<file path="config.mk">
export PLATFORM = sky130hd
export DESIGN_NAME = dacrc_top
export DESIGN_NICKNAME = d
export VERILOG_FILES = /design/src/include/dacrc_pkg.sv /design/src/design/dacrc_top.sv /design/src/design/dacrc_fifo.sv /design/src/design/dacrc_conv.sv
export VERILOG_INCLUDE_DIRS = /design/src /design/src/include
export SDC_FILE = /design/constraint.sdc
export NUM_CORES = 1
export LEC_CHECK = 0
export BUFFER_PORTS_ARGS = -buffer_cell sky130_fd_sc_hd__buf_2
export CAP_MARGIN = 20
export CORE_MARGIN = 2
export CORE_UTILIZATION = 60
export CTS_BUF_LIST = sky130_fd_sc_hd__clkbuf_2
export DETAILED_ROUTE_END_ITERATION = 10
export PLACE_DENSITY = 0.78
export SLEW_MARGIN = 5
export SYNTH_ARGS = -nofsm -noshare
export SYNTH_HDL_FRONTEND = slang
export SYNTH_SLANG_ARGS = --single-unit
</file>
<file path="constraint.sdc">
create_clock -name mclk -period 6.1 [get_ports mclk]
set_input_delay 1.22 -clock mclk [delete_from_list [all_inputs] [get_ports mclk]]
set_output_delay 1.22 -clock mclk [all_outputs]
set_load 0.01 [all_outputs]
</file>
<file path="src/include/dacrc_map.svh">
`ifndef DACRC_MAP_SVH
`define DACRC_MAP_SVH

// system clock rate
`define DACRC_MCLK_HZ 25000000
// result width and conversion length in converter clock cycles
`define DACRC_CODE_W 12
`define DACRC_CONV_CYCLES 16
// nominal converter clock and resulting sample rate per converter
`define DACRC_CONV_CLK_HZ 8000000
`define DACRC_SAMPLE_HZ 500000
// longest converter clock period, and its count in system cycles
`define DACRC_CLK_PERIOD_MAX_NS 5000
`define DACRC_CLK_LOST_CYC \
   ((`DACRC_CLK_PERIOD_MAX_NS * (`DACRC_MCLK_HZ / 1000000)) / 1000)
// result buffer depth
`define DACRC_FIFO_DEPTH 8
// pin synchroniser bit positions
`define DACRC_SY_CLK 0
`define DACRC_SY_START 1
`define DACRC_SY_PAIR 2
`define DACRC_SY_CS 3
`define DACRC_SY_RD 4
`define DACRC_SY_W 5
// idle levels of the synchronised pins: strobes high, clock and select low
`define DACRC_SY_IDLE 5'h1a
// offset binary to two's complement: invert the sign bit
`define DACRC_SIGN_FLIP 12'h800

`endif

</file>
<file path="src/include/dacrc_pkg.sv">
package dacrc_pkg;
   // conversion sequencer states
   typedef enum logic [1:0] {
      CV_IDLE,
      CV_ARM,
      CV_RUN,
      CV_PUSH
   } dacrc_conv_state_t;
   typedef logic [11:0] dacrc_code_t;
endpackage

</file>
<file path="src/design/dacrc_top.sv">
// Contract
// [RL1] conversion paced by external converter clock; 8 MHz gives 500 kHz
// [RL2] results are two's complement: 7ff, 000, fff, 800
// [RL3] host may convert second pair first by ordering the select level
// [RL4] host drives start strobe low at least 5 ns
// [RL5] start strobe fall puts both sample-and-holds into hold together
// [RL6] conversion starts on first clock rise after start, lasts sixteen
// [RL7] pair select captured at the converting clock edge
// [RL8] host sets pair select 250 ns before start falls
// [RL9] busy rises after start falls, falls when conversion finished
// [RL10] data bus driven only while chip select and read both low
// [RL11] first read gives first converter, next read the second
// [RL12] latest results of both pairs kept, select chooses pair read
// [RL13] returning select low rereads latest first-pair results
// [RL14] host holds read strobe low at least 30 ns
// [RL15] host avoids reads from 125 ns before to 10 ns after start
// [RL16] every read strobe toggle advances pointer, chip select ignored
// [RL17] shared bus hosts gate read strobe with chip select
// [RL18] result bits on bus most significant first
// [RL19] select low picks first inputs, high picks second inputs
// [RL20] read pointer returns to first converter on select change or store
`include "dacrc_map.svh"

module dacrc_top #(
   parameter int CODE_W = `DACRC_CODE_W,
   parameter int FIFO_DEPTH = `DACRC_FIFO_DEPTH,
   parameter int CLK_LOST_CYC = `DACRC_CLK_LOST_CYC
) (
   input wire logic mclk,
   input wire logic srst,
   input wire logic conv_clk,
   input wire logic conversion_start_n,
   input wire logic channel_pair_select,
   input wire logic cs_n,
   input wire logic rd_n,
   input wire dacrc_pkg::dacrc_code_t ain_a0,
   input wire dacrc_pkg::dacrc_code_t ain_a1,
   input wire dacrc_pkg::dacrc_code_t ain_b0,
   input wire dacrc_pkg::dacrc_code_t ain_b1,
   output logic busy,
   output logic hold,
   output dacrc_pkg::dacrc_code_t data_o,
   output logic data_oe,
   output logic clk_lost,
   output logic start_ignored
);
   import dacrc_pkg::*;

   localparam int FW = 2 * CODE_W + 1;

   // pin synchronisers and edge memory
   logic [`DACRC_SY_W-1:0] sy1_q;
   logic [`DACRC_SY_W-1:0] sy2_q;
   logic [`DACRC_SY_W-1:0] prev_q;
   // analog front-end codes, synchronised alongside the strobes
   logic [4*CODE_W-1:0] ain1_q;
   logic [4*CODE_W-1:0] ain2_q;

   logic clk_s;
   logic start_s;
   logic pair_s;
   logic cs_s;
   logic rd_s;
   logic clk_rise;
   logic start_fall;
   logic rd_rise;
   logic pair_chg;

   // held samples of all four inputs
   dacrc_code_t hold_a0_q;
   dacrc_code_t hold_a1_q;
   dacrc_code_t hold_b0_q;
   dacrc_code_t hold_b1_q;

   // sequencer handshake
   logic conv_busy;
   logic conv_hold;
   logic conv_pair;
   logic done_valid;
   logic done_ready;
   logic [FW-1:0] done_word;

   // result buffer drain side
   logic buf_valid;
   logic buf_ready;
   logic [FW-1:0] buf_word;
   logic store;

   // latest results per pair, index is the pair
   dacrc_code_t res_a_q [2];
   dacrc_code_t res_b_q [2];
   logic ptr_q;
   logic [7:0] lost_cnt_q;

   // offset binary from the front end into two's complement
   function automatic dacrc_code_t to_twos(input dacrc_code_t raw);
      to_twos = raw ^ `DACRC_SIGN_FLIP; // RL2
   endfunction

   // select low picks input 0 of a converter, high picks input 1
   function automatic dacrc_code_t pick(input logic sel,
                                        input dacrc_code_t in0,
                                        input dacrc_code_t in1);
      pick = sel ? in1 : in0; // RL19
   endfunction

   // two flops on every pin before any logic looks at it
   always_ff @(posedge mclk) begin
      if (srst) begin
         sy1_q <= `DACRC_SY_IDLE;
         sy2_q <= `DACRC_SY_IDLE;
      end else begin
         sy1_q <= {rd_n, cs_n, channel_pair_select, conversion_start_n,
                   conv_clk};
         sy2_q <= sy1_q;
      end
   end

   // front-end codes travel with the start strobe, same latency
   always_ff @(posedge mclk) begin
      if (srst) begin
         ain1_q <= '0;
         ain2_q <= '0;
      end else begin
         ain1_q <= {ain_b1, ain_b0, ain_a1, ain_a0};
         ain2_q <= ain1_q;
      end
   end

   // previous synchronised levels for edge detection
   always_ff @(posedge mclk) begin
      if (srst) begin
         prev_q <= `DACRC_SY_IDLE;
      end else begin
         prev_q <= sy2_q;
      end
   end

   assign clk_s = sy2_q[`DACRC_SY_CLK];
   assign start_s = sy2_q[`DACRC_SY_START];
   assign pair_s = sy2_q[`DACRC_SY_PAIR];
   assign cs_s = sy2_q[`DACRC_SY_CS];
   assign rd_s = sy2_q[`DACRC_SY_RD];

   // edges of the converter clock pace the conversion
   assign clk_rise = clk_s && !prev_q[`DACRC_SY_CLK]; // RL1
   assign start_fall = !start_s && prev_q[`DACRC_SY_START];
   // end of a read strobe low; chip select is not consulted
   assign rd_rise = rd_s && !prev_q[`DACRC_SY_RD]; // RL16
   assign pair_chg = pair_s != prev_q[`DACRC_SY_PAIR];

   // all four inputs frozen on the same start fall
   always_ff @(posedge mclk) begin
      if (srst) begin
         hold_a0_q <= '0;
         hold_a1_q <= '0;
         hold_b0_q <= '0;
         hold_b1_q <= '0;
      end else if (start_fall && !conv_busy) begin
         hold_a0_q <= ain2_q[CODE_W-1:0]; // RL5
         hold_a1_q <= ain2_q[2*CODE_W-1:CODE_W]; // RL5
         hold_b0_q <= ain2_q[3*CODE_W-1:2*CODE_W]; // RL5
         hold_b1_q <= ain2_q[4*CODE_W-1:3*CODE_W]; // RL5
      end
   end

   // sixteen converter cycles per conversion
   dacrc_conv #(
      .CONV_CYCLES(`DACRC_CONV_CYCLES)
   ) u_conv (
      .mclk(mclk),
      .srst(srst),
      .start_fall(start_fall),
      .clk_rise(clk_rise),
      .pair_level(pair_s),
      .busy(conv_busy),
      .holding(conv_hold),
      .pair_latched(conv_pair),
      .done_valid(done_valid),
      .done_ready(done_ready)
   );

   // result word: pair, first converter, second converter
   assign done_word = {conv_pair,
                       to_twos(pick(conv_pair, hold_a0_q, hold_a1_q)),
                       to_twos(pick(conv_pair, hold_b0_q, hold_b1_q))};

   // a full buffer keeps the sequencer busy, so a start in that time is dropped
   dacrc_fifo #(
      .WIDTH(FW),
      .DEPTH(FIFO_DEPTH)
   ) u_fifo (
      .mclk(mclk),
      .srst(srst),
      .in_valid(done_valid),
      .in_ready(done_ready),
      .in_data(done_word),
      .out_valid(buf_valid),
      .out_ready(buf_ready),
      .out_data(buf_word)
   );

   // drain only while no read strobe is low, so a read never tears
   assign buf_ready = rd_s && prev_q[`DACRC_SY_RD];
   assign store = buf_valid && buf_ready;

   // latest result of each pair stays readable during later conversions
   always_ff @(posedge mclk) begin
      if (srst) begin
         res_a_q[0] <= '0;
         res_a_q[1] <= '0;
         res_b_q[0] <= '0;
         res_b_q[1] <= '0;
      end else if (store) begin
         res_a_q[buf_word[FW-1]] <= buf_word[2*CODE_W-1:CODE_W]; // RL12
         res_b_q[buf_word[FW-1]] <= buf_word[CODE_W-1:0]; // RL12
      end
   end

   // read pointer; a return to the first converter beats an advance
   always_ff @(posedge mclk) begin
      if (srst) begin
         ptr_q <= 1'b0;
      end else if (pair_chg || store) begin
         ptr_q <= 1'b0; // RL20
      end else if (rd_rise) begin
         ptr_q <= !ptr_q; // RL16
      end
   end

   // bus value: current pair, first or second converter by pointer
   always_ff @(posedge mclk) begin
      if (srst) begin
         data_o <= '0;
      end else if (ptr_q) begin
         data_o <= res_b_q[pair_s]; // RL11
      end else begin
         data_o <= res_a_q[pair_s]; // RL13
      end
   end

   // drive the bus only while both strobes are low; msb sits on bit 11
   always_ff @(posedge mclk) begin
      if (srst) begin
         data_oe <= 1'b0;
      end else begin
         data_oe <= !cs_s && !rd_s; // RL10 RL18
      end
   end

   // busy and hold mirror the sequencer, registered for clean pins
   always_ff @(posedge mclk) begin
      if (srst) begin
         busy <= 1'b0;
         hold <= 1'b0;
      end else begin
         busy <= conv_busy || start_fall; // RL9
         hold <= conv_hold || start_fall; // RL5
      end
   end

   // start strobes landing on a running conversion are dropped
   always_ff @(posedge mclk) begin
      if (srst) begin
         start_ignored <= 1'b0;
      end else begin
         start_ignored <= start_fall && conv_busy;
      end
   end

   // watchdog on the converter clock; slowest legal period is 5 us
   always_ff @(posedge mclk) begin
      if (srst) begin
         lost_cnt_q <= 8'h0;
         clk_lost <= 1'b0;
      end else if (clk_rise) begin
         lost_cnt_q <= 8'h0;
         clk_lost <= 1'b0;
      end else if (lost_cnt_q == 8'(CLK_LOST_CYC)) begin
         clk_lost <= 1'b1;
      end else begin
         lost_cnt_q <= lost_cnt_q + 8'h1;
      end
   end
endmodule // dacrc_top

</file>
<file path="src/design/dacrc_fifo.sv">
`include "dacrc_map.svh"

module dacrc_fifo #(
   parameter int WIDTH = 25,
   parameter int DEPTH = `DACRC_FIFO_DEPTH
) (
   input wire logic mclk,
   input wire logic srst,
   input wire logic in_valid,
   output logic in_ready,
   input wire logic [WIDTH-1:0] in_data,
   output logic out_valid,
   input wire logic out_ready,
   output logic [WIDTH-1:0] out_data
);
   localparam int AW = $clog2(DEPTH);

   logic [WIDTH-1:0] mem [DEPTH];
   logic [AW:0] wr_q;
   logic [AW:0] rd_q;
   logic push;
   logic pop;

   // extra pointer bit tells full from empty
   assign in_ready = (wr_q[AW] == rd_q[AW]) || (wr_q[AW-1:0] != rd_q[AW-1:0]);
   assign out_valid = wr_q != rd_q;
   assign push = in_valid && in_ready;
   assign pop = out_valid && out_ready;
   assign out_data = mem[rd_q[AW-1:0]];

   // storage
   always_ff @(posedge mclk) begin
      if (push) begin
         mem[wr_q[AW-1:0]] <= in_data;
      end
   end

   // pointers
   always_ff @(posedge mclk) begin
      if (srst) begin
         wr_q <= '0;
         rd_q <= '0;
      end else begin
         if (push) begin
            wr_q <= wr_q + 1'b1;
         end
         if (pop) begin
            rd_q <= rd_q + 1'b1;
         end
      end
   end
endmodule // dacrc_fifo

</file>
<file path="src/design/dacrc_conv.sv">
`include "dacrc_map.svh"

module dacrc_conv #(
   parameter int CONV_CYCLES = `DACRC_CONV_CYCLES
) (
   input wire logic mclk,
   input wire logic srst,
   input wire logic start_fall,
   input wire logic clk_rise,
   input wire logic pair_level,
   output logic busy,
   output logic holding,
   output logic pair_latched,
   output logic done_valid,
   input wire logic done_ready
);
   import dacrc_pkg::*;

   dacrc_conv_state_t state_q;
   logic [4:0] cnt_q;
   logic pair_q;

   assign busy = state_q != CV_IDLE;
   assign holding = state_q != CV_IDLE;
   assign pair_latched = pair_q;
   assign done_valid = state_q == CV_PUSH;

   // sequencer; a start during a conversion is ignored
   always_ff @(posedge mclk) begin
      if (srst) begin
         state_q <= CV_IDLE;
      end else begin
         unique case (state_q)
            CV_IDLE: if (start_fall) state_q <= CV_ARM; // RL9
            CV_ARM: if (clk_rise) state_q <= CV_RUN; // RL6
            CV_RUN: begin
               // last of the sixteen converter cycles ends the conversion
               if (clk_rise && cnt_q == 5'(CONV_CYCLES)) begin
                  state_q <= CV_PUSH; // RL6
               end
            end
            // busy holds until the buffer takes the result
            CV_PUSH: if (done_ready) state_q <= CV_IDLE; // RL9
         endcase
      end
   end

   // converter cycle count; the starting edge is cycle one
   always_ff @(posedge mclk) begin
      if (srst) begin
         cnt_q <= 5'h0;
      end else if (state_q == CV_ARM && clk_rise) begin
         cnt_q <= 5'h2; // RL6
      end else if (state_q == CV_RUN && clk_rise) begin
         cnt_q <= cnt_q + 5'h1;
      end
   end

   // pair chosen at the edge that starts converting
   always_ff @(posedge mclk) begin
      if (srst) begin
         pair_q <= 1'b0;
      end else if (state_q == CV_ARM && clk_rise) begin
         pair_q <= pair_level; // RL7
      end
   end
endmodule // dacrc_conv

</file>
==> metrics.yaml, run 1 <==
status: "finished clean"
antenna_found_initial: 1
clkSinkCount: 450
core-area_sq_mm: 0.0267
clockRootBuffer: "clkbuf_2"
h-tree-depth: 3
worst_pin_slew_ns: 0.943
cp_cell_sequence: "mux4_2 > mux2_2 > or3b_1 > buf_4 > nand2b_1 > buf_8"
fmax_ghz: 0.336
drv_slew: 0
final_nets: 1272
peakVddDrop_uv: 208
totalPowerFinal_uw: 5660
cp_max_fo: 25
syn_nets: 1144
cts_tree: "yes"
syn_area_per_cell_sq_um: 15.0
drive_above_1_share_pct: 28.2
routed-via-count: 8519
maxSlewHeadroom_pct: 37.1
synth_fa_ha_area_share_pct: 0.775
synthDistinctLibCells: 44
leakagePower_uw: 0.00640
post_cts_buffers: 0
wl_mm: 26.3
syn_area_sq_mm: 0.0161
skew_ns: 0.0803
synth_mux_area_share_pct: 12.2
portBuffers: 71
cts_resized: 0
viasPerCell: 5.22
ys_ff_latch: 450
io_pins: 72
grt_use_met1_pct: 25.4
clk_latency_ns: 0.91
cpMaxStageDelayCell: "dfxtp_2"
ys_seq_area_share_pct: 71.2
cts.clk_slew.worst_paths_ns: 0.10
grt_pass1_wl_mm: 42.7
p_per_area_mw_per_mm2: 318
r2r_slack_ns: 3.13
synth_compound_area_share_pct: 2.53
synth_enable_flop_cells: 248
grt_usage_pct: 19.3
maxCapViolations: 0
yosys_most_used_dff: "edfxtp_1"
numCtsBuffers: 105
fillers: 1876
ant_nets: 0
synth_top_family_by_area: "multiplexers"
initial_core_util_pct: 60.6
final_cell_area_sq_mm: 0.0178
setup-tns-final_ns: 0
finalSetupViolCount: 0
synth_xor_area_share_pct: 0.977
min_period_ns: 2.97
die-width_um: 168
grt_setup_unrepaired: "false"
ys_warn_count: 0
grt_max_degree: 119
grtUsageMet2_pct: 31.7
hold_viol_final: 0
drt_pass1_iterations: 5
met3_usage_pct: 5.31
cts_hold_buffers: 0
cpPeakStageDelay_ns: 0.74
drcViolationCount: 0
placed_cell_area_sq_mm: 0.0168
fp.dieArea_sq_mm: 0.0282
synthCells: 1079
min_path_type: "flip-flop to flip-flop"
cp-end-kind: "flip-flop"
critical_path_class: "flip-flop to flip-flop"
layout_commonest_cell: "edfxtp_1"
fp-row-count: 60
place_congestion: 0.745
yosys.area_share.simple_pct: 10.5
wl_per_cell_um: 16.1
grt_pass1_vias: 8536
globalRouteOverflowTotal: 0
layout_common_cells: "248 x edfxtp_1, 200 x dfxtp_1, 162 x clkbuf_2, 117 x nor2b_1, 101 x nand2_1"
crit_arrival_ns: 3.53
dp_hpwl_mm: 15.3
grt.busiest_layer: "met2"
dieHeight_um: 168
required_ns: 6.65
cts_buffer_depth: 3
syn_to_final_growth_pct: 10.4
first_iter_violations: 442
finalCritPeriodShare_pct: 48.7
synth-async-reset-ratio_pct: 0
start_kind: "flip-flop"
==> metal layers <==
layer / up-vias / share of wire, %
met2: 235 / 49
met5: - / 0
met4: 0 / 0.98
met3: 24 / 6.4
met1: 4080 / 43
li1: 4180 / -
==> critical path, delay by kind of cell (launching register included) <==
family / cells / cell delay [ns]
buffers and inverters: 2 / 0.46
DFF: 1 / 0.74
muxes: 2 / 0.68
and+or+nand+nor: 2 / 0.71
==> path summary, 6_finish.rpt <==
path	to	depth (start not counted)	startpoint
setup / recovery	res_b_q[0][4]	6	flip-flop
hold / removal	data_oe	1	sy2_q[3]
setup reg to reg	res_b_q[0][4]	6	flip-flop
hold reg to reg	data_oe	1	sy2_q[3]
==> flip-flops by register name, indices dropped and copies added, names as in the netlist, 24 cells and up, named ones only <==
| register | count |
|---|---|
| ain1_q | 48 |
| ain2_q | 48 |
| res_a_q | 24 |
| res_b_q | 24 |
| u_fifo.mem | 200 |
==> stage by stage <==
step,worst slack (ns),utilization [%],instances,hold WS [ns]
4_1_cts,2.72,66.7,1629,0.393
6_report,3.13,66.9,1633,0.395
2_1_floorplan,2.71,-,1079,0.367
3_5_place_dp,2.57,63.1,1438,0.380
5_1_grt,2.98,66.9,1633,0.395
3_3_place_gp,2.63,63.1,1438,0.371
==> cell usage after synthesis, types with 2 or more instances <==
| cell type | n | area, sq um |
|---|---|---|
| a21oi_1 | 59 | 295 |
| a221oi_1 | 2 | 17.5 |
| a31o_2 | 2 | 17.5 |
| and2_1 | 2 | 12.5 |
| buf_1 | 11 | 41.3 |
| buf_2 | 8 | 40.0 |
| buf_6 | 2 | 22.5 |
| clkbuf_1 | 41 | 154 |
| dfxtp_1 | 202 | 4040 |
| edfxtp_1 | 248 | 7450 |
| ha_1 | 10 | 125 |
| inv_1 | 11 | 41.3 |
| mux2_2 | 23 | 259 |
| mux2i_1 | 30 | 300 |
| mux4_2 | 62 | 1400 |
| nand2_1 | 101 | 379 |
| nand2b_1 | 11 | 68.8 |
| nand3_1 | 4 | 20.0 |
| nand4_1 | 5 | 31.3 |
| nor2_1 | 73 | 274 |
| nor2b_1 | 117 | 732 |
| nor3_1 | 4 | 20.0 |
| nor4_1 | 2 | 12.5 |
| o21bai_1 | 2 | 15.0 |
| or2_2 | 11 | 68.8 |
| or3_1 | 2 | 12.5 |
| xnor2_1 | 6 | 52.6 |
| xor2_1 | 12 | 105 |
==> cells by family (layout without fill, tap and decap cells) <==
| group | Yosys count | count (layout) |
|---|---|---|
| AO/OA/AOI/OAI | 72 | 72 |
| XOR/XNOR | 18 | 18 |
| adder cells (fa/ha/maj) | 10 | 10 |
| buffers and inverters | 74 | 286 |
| flip-flops | 450 | 450 |
| multiplexers | 116 | 116 |
| other | 0 | 1 |
| AND/OR/NAND/NOR | 339 | 339 |
==> report_power, final <==
| group | total (uW) | internal (uW) | leakage [uW] | switching, uW |
|---|---|---|---|---|
| Sequential | 3310 | 3280 | 0.00399 | 39.4 |
| Combinational | 520 | 252 | 0.00166 | 268 |
| Clock | 1830 | 751 | 0.000749 | 1080 |
==> layout make-up <==
cell class              instances  area (sq um)  share of cell area [%]
diodes                          1          2.50                  0.0140
well taps                     341           427                    2.39
clock buffers                 162           811                    4.55
clock inverters                29           154                   0.864
multi-input cells             555          4400                    24.7
repair buffers                 84           482                    2.70
inverters                      11          41.3                   0.232
flip-flops and latches        450         11500                    64.5
(Power assumes the default switching activity.)
==> inputs of run 2 (changes only) <==
--- a/config.mk
+++ b/config.mk
@@ -9,7 +9,7 @@
 export BUFFER_PORTS_ARGS = -buffer_cell sky130_fd_sc_hd__buf_2
 export CAP_MARGIN = 20
 export CORE_MARGIN = 2
-export CORE_UTILIZATION = 60
+export CORE_UTILIZATION = 57
 export CTS_BUF_LIST = sky130_fd_sc_hd__clkbuf_2
 export DETAILED_ROUTE_END_ITERATION = 10
 export PLACE_DENSITY = 0.78
==> constraint.sdc (replaced) <==
create_clock -name mclk -period 2.4 [get_ports mclk]
set_input_delay 0.48 -clock mclk [delete_from_list [all_inputs] [get_ports mclk]]
set_output_delay 0.48 -clock mclk [all_outputs]
set_load 0.01 [all_outputs]
==> run 2 against run 1 <==
Wire length grew 3.1%. Count of clock-buffer cells in the layout shrank 11. Utilization grew 0.24 points. Clock skew shrank 0.0066 ns. Sequential power grew to 2.5 times the previous value. First-iteration DRC count grew 12%. Die area grew 5.1%. Largest cell class unchanged.
==> metrics.yaml, run 2 (synthesized netlist as in run 1, its figures left out) <==
ant_nets: 0  # unchanged
dieHeight_um: 172  # was 168 um
first_iter_violations: 493  # was 442
required_ns: 2.97  # was 6.65 ns
dp.cells: 1502  # was 1,438
drt_pass1_iterations: 4  # was 5
place_congestion: 0.718  # was 0.745
cts.clk_slew.worst_paths_ns: 0.11  # was 0.10 ns
cts_resized: 0  # unchanged
final_nets: 1350  # was 1,272
grt_usage_pct: 19.0  # was 19.3%
globalRouteOverflowTotal: 0  # unchanged
whs_ns: 0.282  # was 0.395 ns
cp-end-kind: "flip-flop"  # unchanged
dp_hpwl_mm: 15.4  # was 15.3 mm
wl_met3_mm: 1.36  # was 1.69 mm
skew_ns: 0.0737  # was 0.0803 ns
layout_common_cells: "248 x edfxtp_1, 200 x dfxtp_1, 151 x clkbuf_2, 117 x nor2b_1, 101 x nand2_1"  # was 248 x edfxtp_1, 200 x dfxtp_1, 162 x clkbuf_2, 117 x nor2b_1, 101 x nand2_1
fp.dieArea_sq_mm: 0.0297  # was 0.0282 sq mm
io_pins: 72  # unchanged
layout_commonest_cell: "edfxtp_1"  # unchanged
top_layer: "met4"  # unchanged
final_util_pct: 67.1  # was 66.9%
wl_met1_mm: 11.9  # was 11.4 mm
crit_arrival_ns: 2.75  # was 3.53 ns
min_period_ns: 2.18  # was 2.97 ns
fillers: 1941  # was 1,876
drcViolationCount: 0  # unchanged
grt_pass1_vias: 8732  # was 8,536
peakVddDrop_uv: 433  # was 208 uV
maxSlewHeadroom_pct: 54.1  # was 37.1%
cts_buffer_depth: 3  # unchanged
clockRootBuffer: "clkbuf_2"  # unchanged
antenna_found_initial: 1  # unchanged
finalCritPeriodShare_pct: 90.7  # was 48.7%
drv_slew: 0  # unchanged
min_path_type: "input pin to flip-flop"  # was flip-flop to flip-flop
fin_cells: 1751  # was 1,633
p_per_area_mw_per_mm2: 775  # was 318 mW/mm^2
portBuffers: 71  # unchanged
cpMaxStageDelayCell: "mux4_2"  # was dfxtp_2
fmax_ghz: 0.460  # was 0.336 GHz
clk_latency_ns: 0.93  # was 0.91 ns
worst_pin_slew_ns: 0.689  # was 0.943 ns
start_kind: "flip-flop"  # unchanged
cp_max_fo: 24  # was 25
routed-wl-met2_mm: 13.5  # was 13.0 mm
grt_pass1_wl_mm: 43.1  # was 42.7 mm
initial_core_util_pct: 58.0  # was 60.6%
critical_path_class: "flip-flop to flip-flop"  # unchanged
wl_mm: 27.1  # was 26.3 mm
status: "finished clean"  # unchanged
core-area_sq_mm: 0.0279  # was 0.0267 sq mm
grt_max_degree: 150  # was 119
syn_to_final_growth_pct: 15.8  # was 10.4%
largest_reg_flops: 200  # unchanged
cp_cell_sequence: "mux4_2 > mux2_2 > or3b_1 > nand2b_2 > buf_12"  # was mux4_2 > mux2_2 > or3b_1 > buf_4 > nand2b_1 > buf_8
h-tree-depth: 3  # unchanged
wl_per_cell_um: 15.5  # was 16.1 um
viasPerCell: 5.04  # was 5.22
leakagePower_uw: 0.00673  # was 0.00640 uW
clkSinkCount: 450  # unchanged
drive_above_1_share_pct: 27.8  # was 28.2%
cts_tree: "yes"  # unchanged
numCtsBuffers: 104  # was 105
die-width_um: 172  # was 168 um
grt_setup_unrepaired: "false"  # unchanged
fp-row-count: 61  # was 60
maxCapViolations: 0  # unchanged
cpPeakStageDelay_ns: 0.49  # was 0.74 ns
routed-via-count: 8827  # was 8,519
finalSetupViolCount: 0  # unchanged
hold_viol_final: 0  # unchanged
## run 2: final cells by class
class	count	area, sq um	share of cell area, %
Tap cell	378	473	2.53
Sequential cell	450	11500	61.5
Clock inverter	42	191	1.02
Timing Repair Buffer	163	1330	7.10
Antenna cell	1	2.50	0.0134
Clock buffer	151	756	4.04
Multi-Input combinational cell	555	4400	23.6
Inverter	11	41.3	0.221
## run 2: per-stage QoR
stage	total power [uW]	setup WS, ns	TNS [ns]	area (sq um)
CTS	14700	0.208	0	18700
floorplan	9630	-0.334	-46.31	16200
detailed placement	10000	0.264	0	17200
global route	15200	0.160	0	18700
finish	14500	0.224	0	18700
global placement	10000	0.280	0	17200
## run 2: worst paths after layout
| check | from | endpoint | slack, ns | depth (start not counted) |
|---|---|---|---|---|
| worst max register to register | flip-flop | res_a_q[0][6] | 0.22 | 5 |
| worst min-delay path | ain_b1[1] | ain1_q[37] | 0.28 | 3 |
| worst min register to register | ain2_q[13] | hold_a1_q[1] | 0.39 | 2 |
| worst max-delay path | flip-flop | res_a_q[0][6] | 0.22 | 5 |
## run 2: where the power goes
group	total [uW]	leakage [uW]	internal, uW	switching [uW]
clock	4570	0.000716	1740	2830
combinational	1490	0.00202	776	716
sequential	8420	0.00399	8330	94.3
total	14500	0.00673	10800	3640
## run 2: worst max-delay path: cells and delay by family, from the launching register on
| kind | cells | cell delay [ns] |
|---|---|---|
| buffers and inverters | 1 | 0.18 |
| DFF | 1 | 0.39 |
| muxes | 2 | 0.78 |
| and+or+nand+nor | 2 | 0.51 |
## run 2: layer usage
layer | GRT usage (%) | vias up
met3 | 4.33 | 33
met1 | 24.5 | 4228
met4 | 6.72 | 0
li1 | - | 4335
met2 | 32.0 | 231
met5 | 0 | -
## run 2: what timing repair did
item,4_1_cts,5_1_grt
endpoints found under the setup margin,0,0
buffers inserted,0,0
hold buffers,55,0
hold endpoints to repair,72,0
==> inputs of run 3 (changes only) <==
--- a/config.mk
+++ b/config.mk
@@ -12,6 +12,7 @@
 export CORE_UTILIZATION = 57
 export CTS_BUF_LIST = sky130_fd_sc_hd__clkbuf_2
 export DETAILED_ROUTE_END_ITERATION = 10
+export MAX_ROUTING_LAYER = met4
 export PLACE_DENSITY = 0.78
 export SLEW_MARGIN = 5
 export SYNTH_ARGS = -nofsm -noshare
==> run 3 against run 2 <==
Final cell count did not move. Wire length barely moved. Utilization unchanged. Global-route usage up 0.57 points. Largest cell class unchanged. Critical endpoint unchanged.
==> metrics.yaml, run 3 (synthesized netlist as in run 1, its figures left out) <==
status: "finished clean"  # unchanged
maxCapViolations: 0  # unchanged
place_congestion: 0.727  # was 0.718
required_ns: 2.97  # about the same
leakagePower_uw: 0.00673  # unchanged
drt_pass1_iterations: 5  # was 4
first_iter_violations: 526  # was 493
dp_hpwl_mm: 15.4  # unchanged
grt_usage_pct: 19.6  # was 19.0%
final_nets: 1350  # unchanged
hold_viol_final: 0  # unchanged
h-tree-depth: 3  # unchanged
drive_above_1_share_pct: 27.8  # unchanged
cp_max_fo: 24  # unchanged
viasPerCell: 5.03  # was 5.04
cp-end-kind: "flip-flop"  # unchanged
crit_arrival_ns: 2.74  # was 2.75 ns
totalPowerFinal_uw: 14500  # about the same
dieHeight_um: 172  # unchanged
initial_core_util_pct: 58.0  # unchanged
setup_slack_ns: 0.230  # was 0.224 ns
cts_resized: 0  # unchanged
die-width_um: 172  # unchanged
min_path_type: "input pin to flip-flop"  # unchanged
largest_reg_flops: 200  # unchanged
layout_commonest_cell: "edfxtp_1"  # unchanged
maxSlewHeadroom_pct: 53.2  # was 54.1%
cts_hold_buffers: 55  # unchanged
cts_tree: "yes"  # unchanged
wl_mm: 27.1  # about the same
min_period_ns: 2.17  # was 2.18 ns
clockRootBuffer: "clkbuf_2"  # unchanged
portBuffers: 71  # unchanged
syn_to_final_growth_pct: 15.8  # unchanged
grt_pass1_vias: 8722  # was 8,732
io_pins: 72  # unchanged
finalCritPeriodShare_pct: 90.4  # was 90.7%
skew_ns: 0.0799  # was 0.0737 ns
numCtsBuffers: 104  # unchanged
wl_per_cell_um: 15.5  # about the same
routed-via-count: 8811  # was 8,827
cts.clk_slew.worst_paths_ns: 0.11  # about the same
post_cts_buffers: 0  # unchanged
grt_setup_unrepaired: "false"  # unchanged
finalSetupViolCount: 0  # unchanged
drv_slew: 0  # unchanged
r2r_slack_ns: 0.23  # was 0.22 ns
fmax_ghz: 0.461  # was 0.460 GHz
critical_path_class: "flip-flop to flip-flop"  # unchanged
start_kind: "flip-flop"  # unchanged
p_per_area_mw_per_mm2: 775  # about the same
antenna_found_initial: 1  # unchanged
fp.dieArea_sq_mm: 0.0297  # unchanged
drcViolationCount: 0  # unchanged
ant_nets: 0  # unchanged
worstRegToRegCells: 5  # unchanged
clkSinkCount: 450  # unchanged
holdPathStages: 3  # unchanged
grt_max_degree: 150  # unchanged
core-area_sq_mm: 0.0279  # unchanged
whs_ns: 0.276  # was 0.282 ns
grt_pass1_wl_mm: 43.1  # about the same
clk_latency_ns: 0.94  # was 0.93 ns
peakVddDrop_uv: 435  # was 433 uV
worst_pin_slew_ns: 0.702  # was 0.689 ns
post-place-ws_ns: 0.264  # unchanged
fp-row-count: 61  # unchanged
layout_common_cells: "248 x edfxtp_1, 200 x dfxtp_1, 151 x clkbuf_2, 117 x nor2b_1, 101 x nand2_1"  # unchanged
globalRouteOverflowTotal: 0  # unchanged
cts_buffer_depth: 3  # unchanged
run 3: final cells by class:
class | count | area (sq um)
flip-flops and latches | 450 | 11500
fillers | 1941 | 9170
multi-input cells | 555 | 4400
repair buffers | 163 | 1330
clock buffers | 151 | 756
well taps | 378 | 473
clock inverters | 42 | 191
inverters | 11 | 41.3
diodes | 1 | 2.50
run 3: power by group:
part | internal (uW) | switching, uW | total (uW)
combinational | 776 | 716 | 1490
clock | 1730 | 2840 | 4570
sequential | 8330 | 94.4 | 8420
total | 10800 | 3650 | 14500
run 3: path summary, 6_finish.rpt:
path / startpoint / to
min reg2reg: ain2_q[13] / hold_a1_q[1]
max: flip-flop / res_a_q[0][6]
min: ain_b1[1] / ain1_q[37]
max reg2reg: flip-flop / res_a_q[0][6]
run 3: worst max-delay path: stages (launching register included):
cell	delay, ns
dfxtp_4	0.39
mux4_2	0.49
mux2_2	0.29
or3b_1	0.40
nand2b_2	0.11
buf_12	0.18
run 3: stage by stage:
step	util [%]	setup TNS (ns)	instance area (sq um)	instances
after global routing	67.1	0	18700	1751
final	67.1	0	18700	1751
after global placement	61.7	0	17200	1502
after CTS	67.1	0	18700	1750
after floorplan	-	-46.31	16200	1079
after detailed placement	61.7	0	17200	1502
run 3: per-layer routing:
layer / vias to the layer above / share of wire (%) / global-route usage, %
met5: - / 0 / -
met4: 0 / 1.3 / 6.61
met3: 33 / 5.1 / 4.23
met2: 236 / 50 / 32.0
met1: 4200 / 44 / 24.6
li1: 4342 / - / -
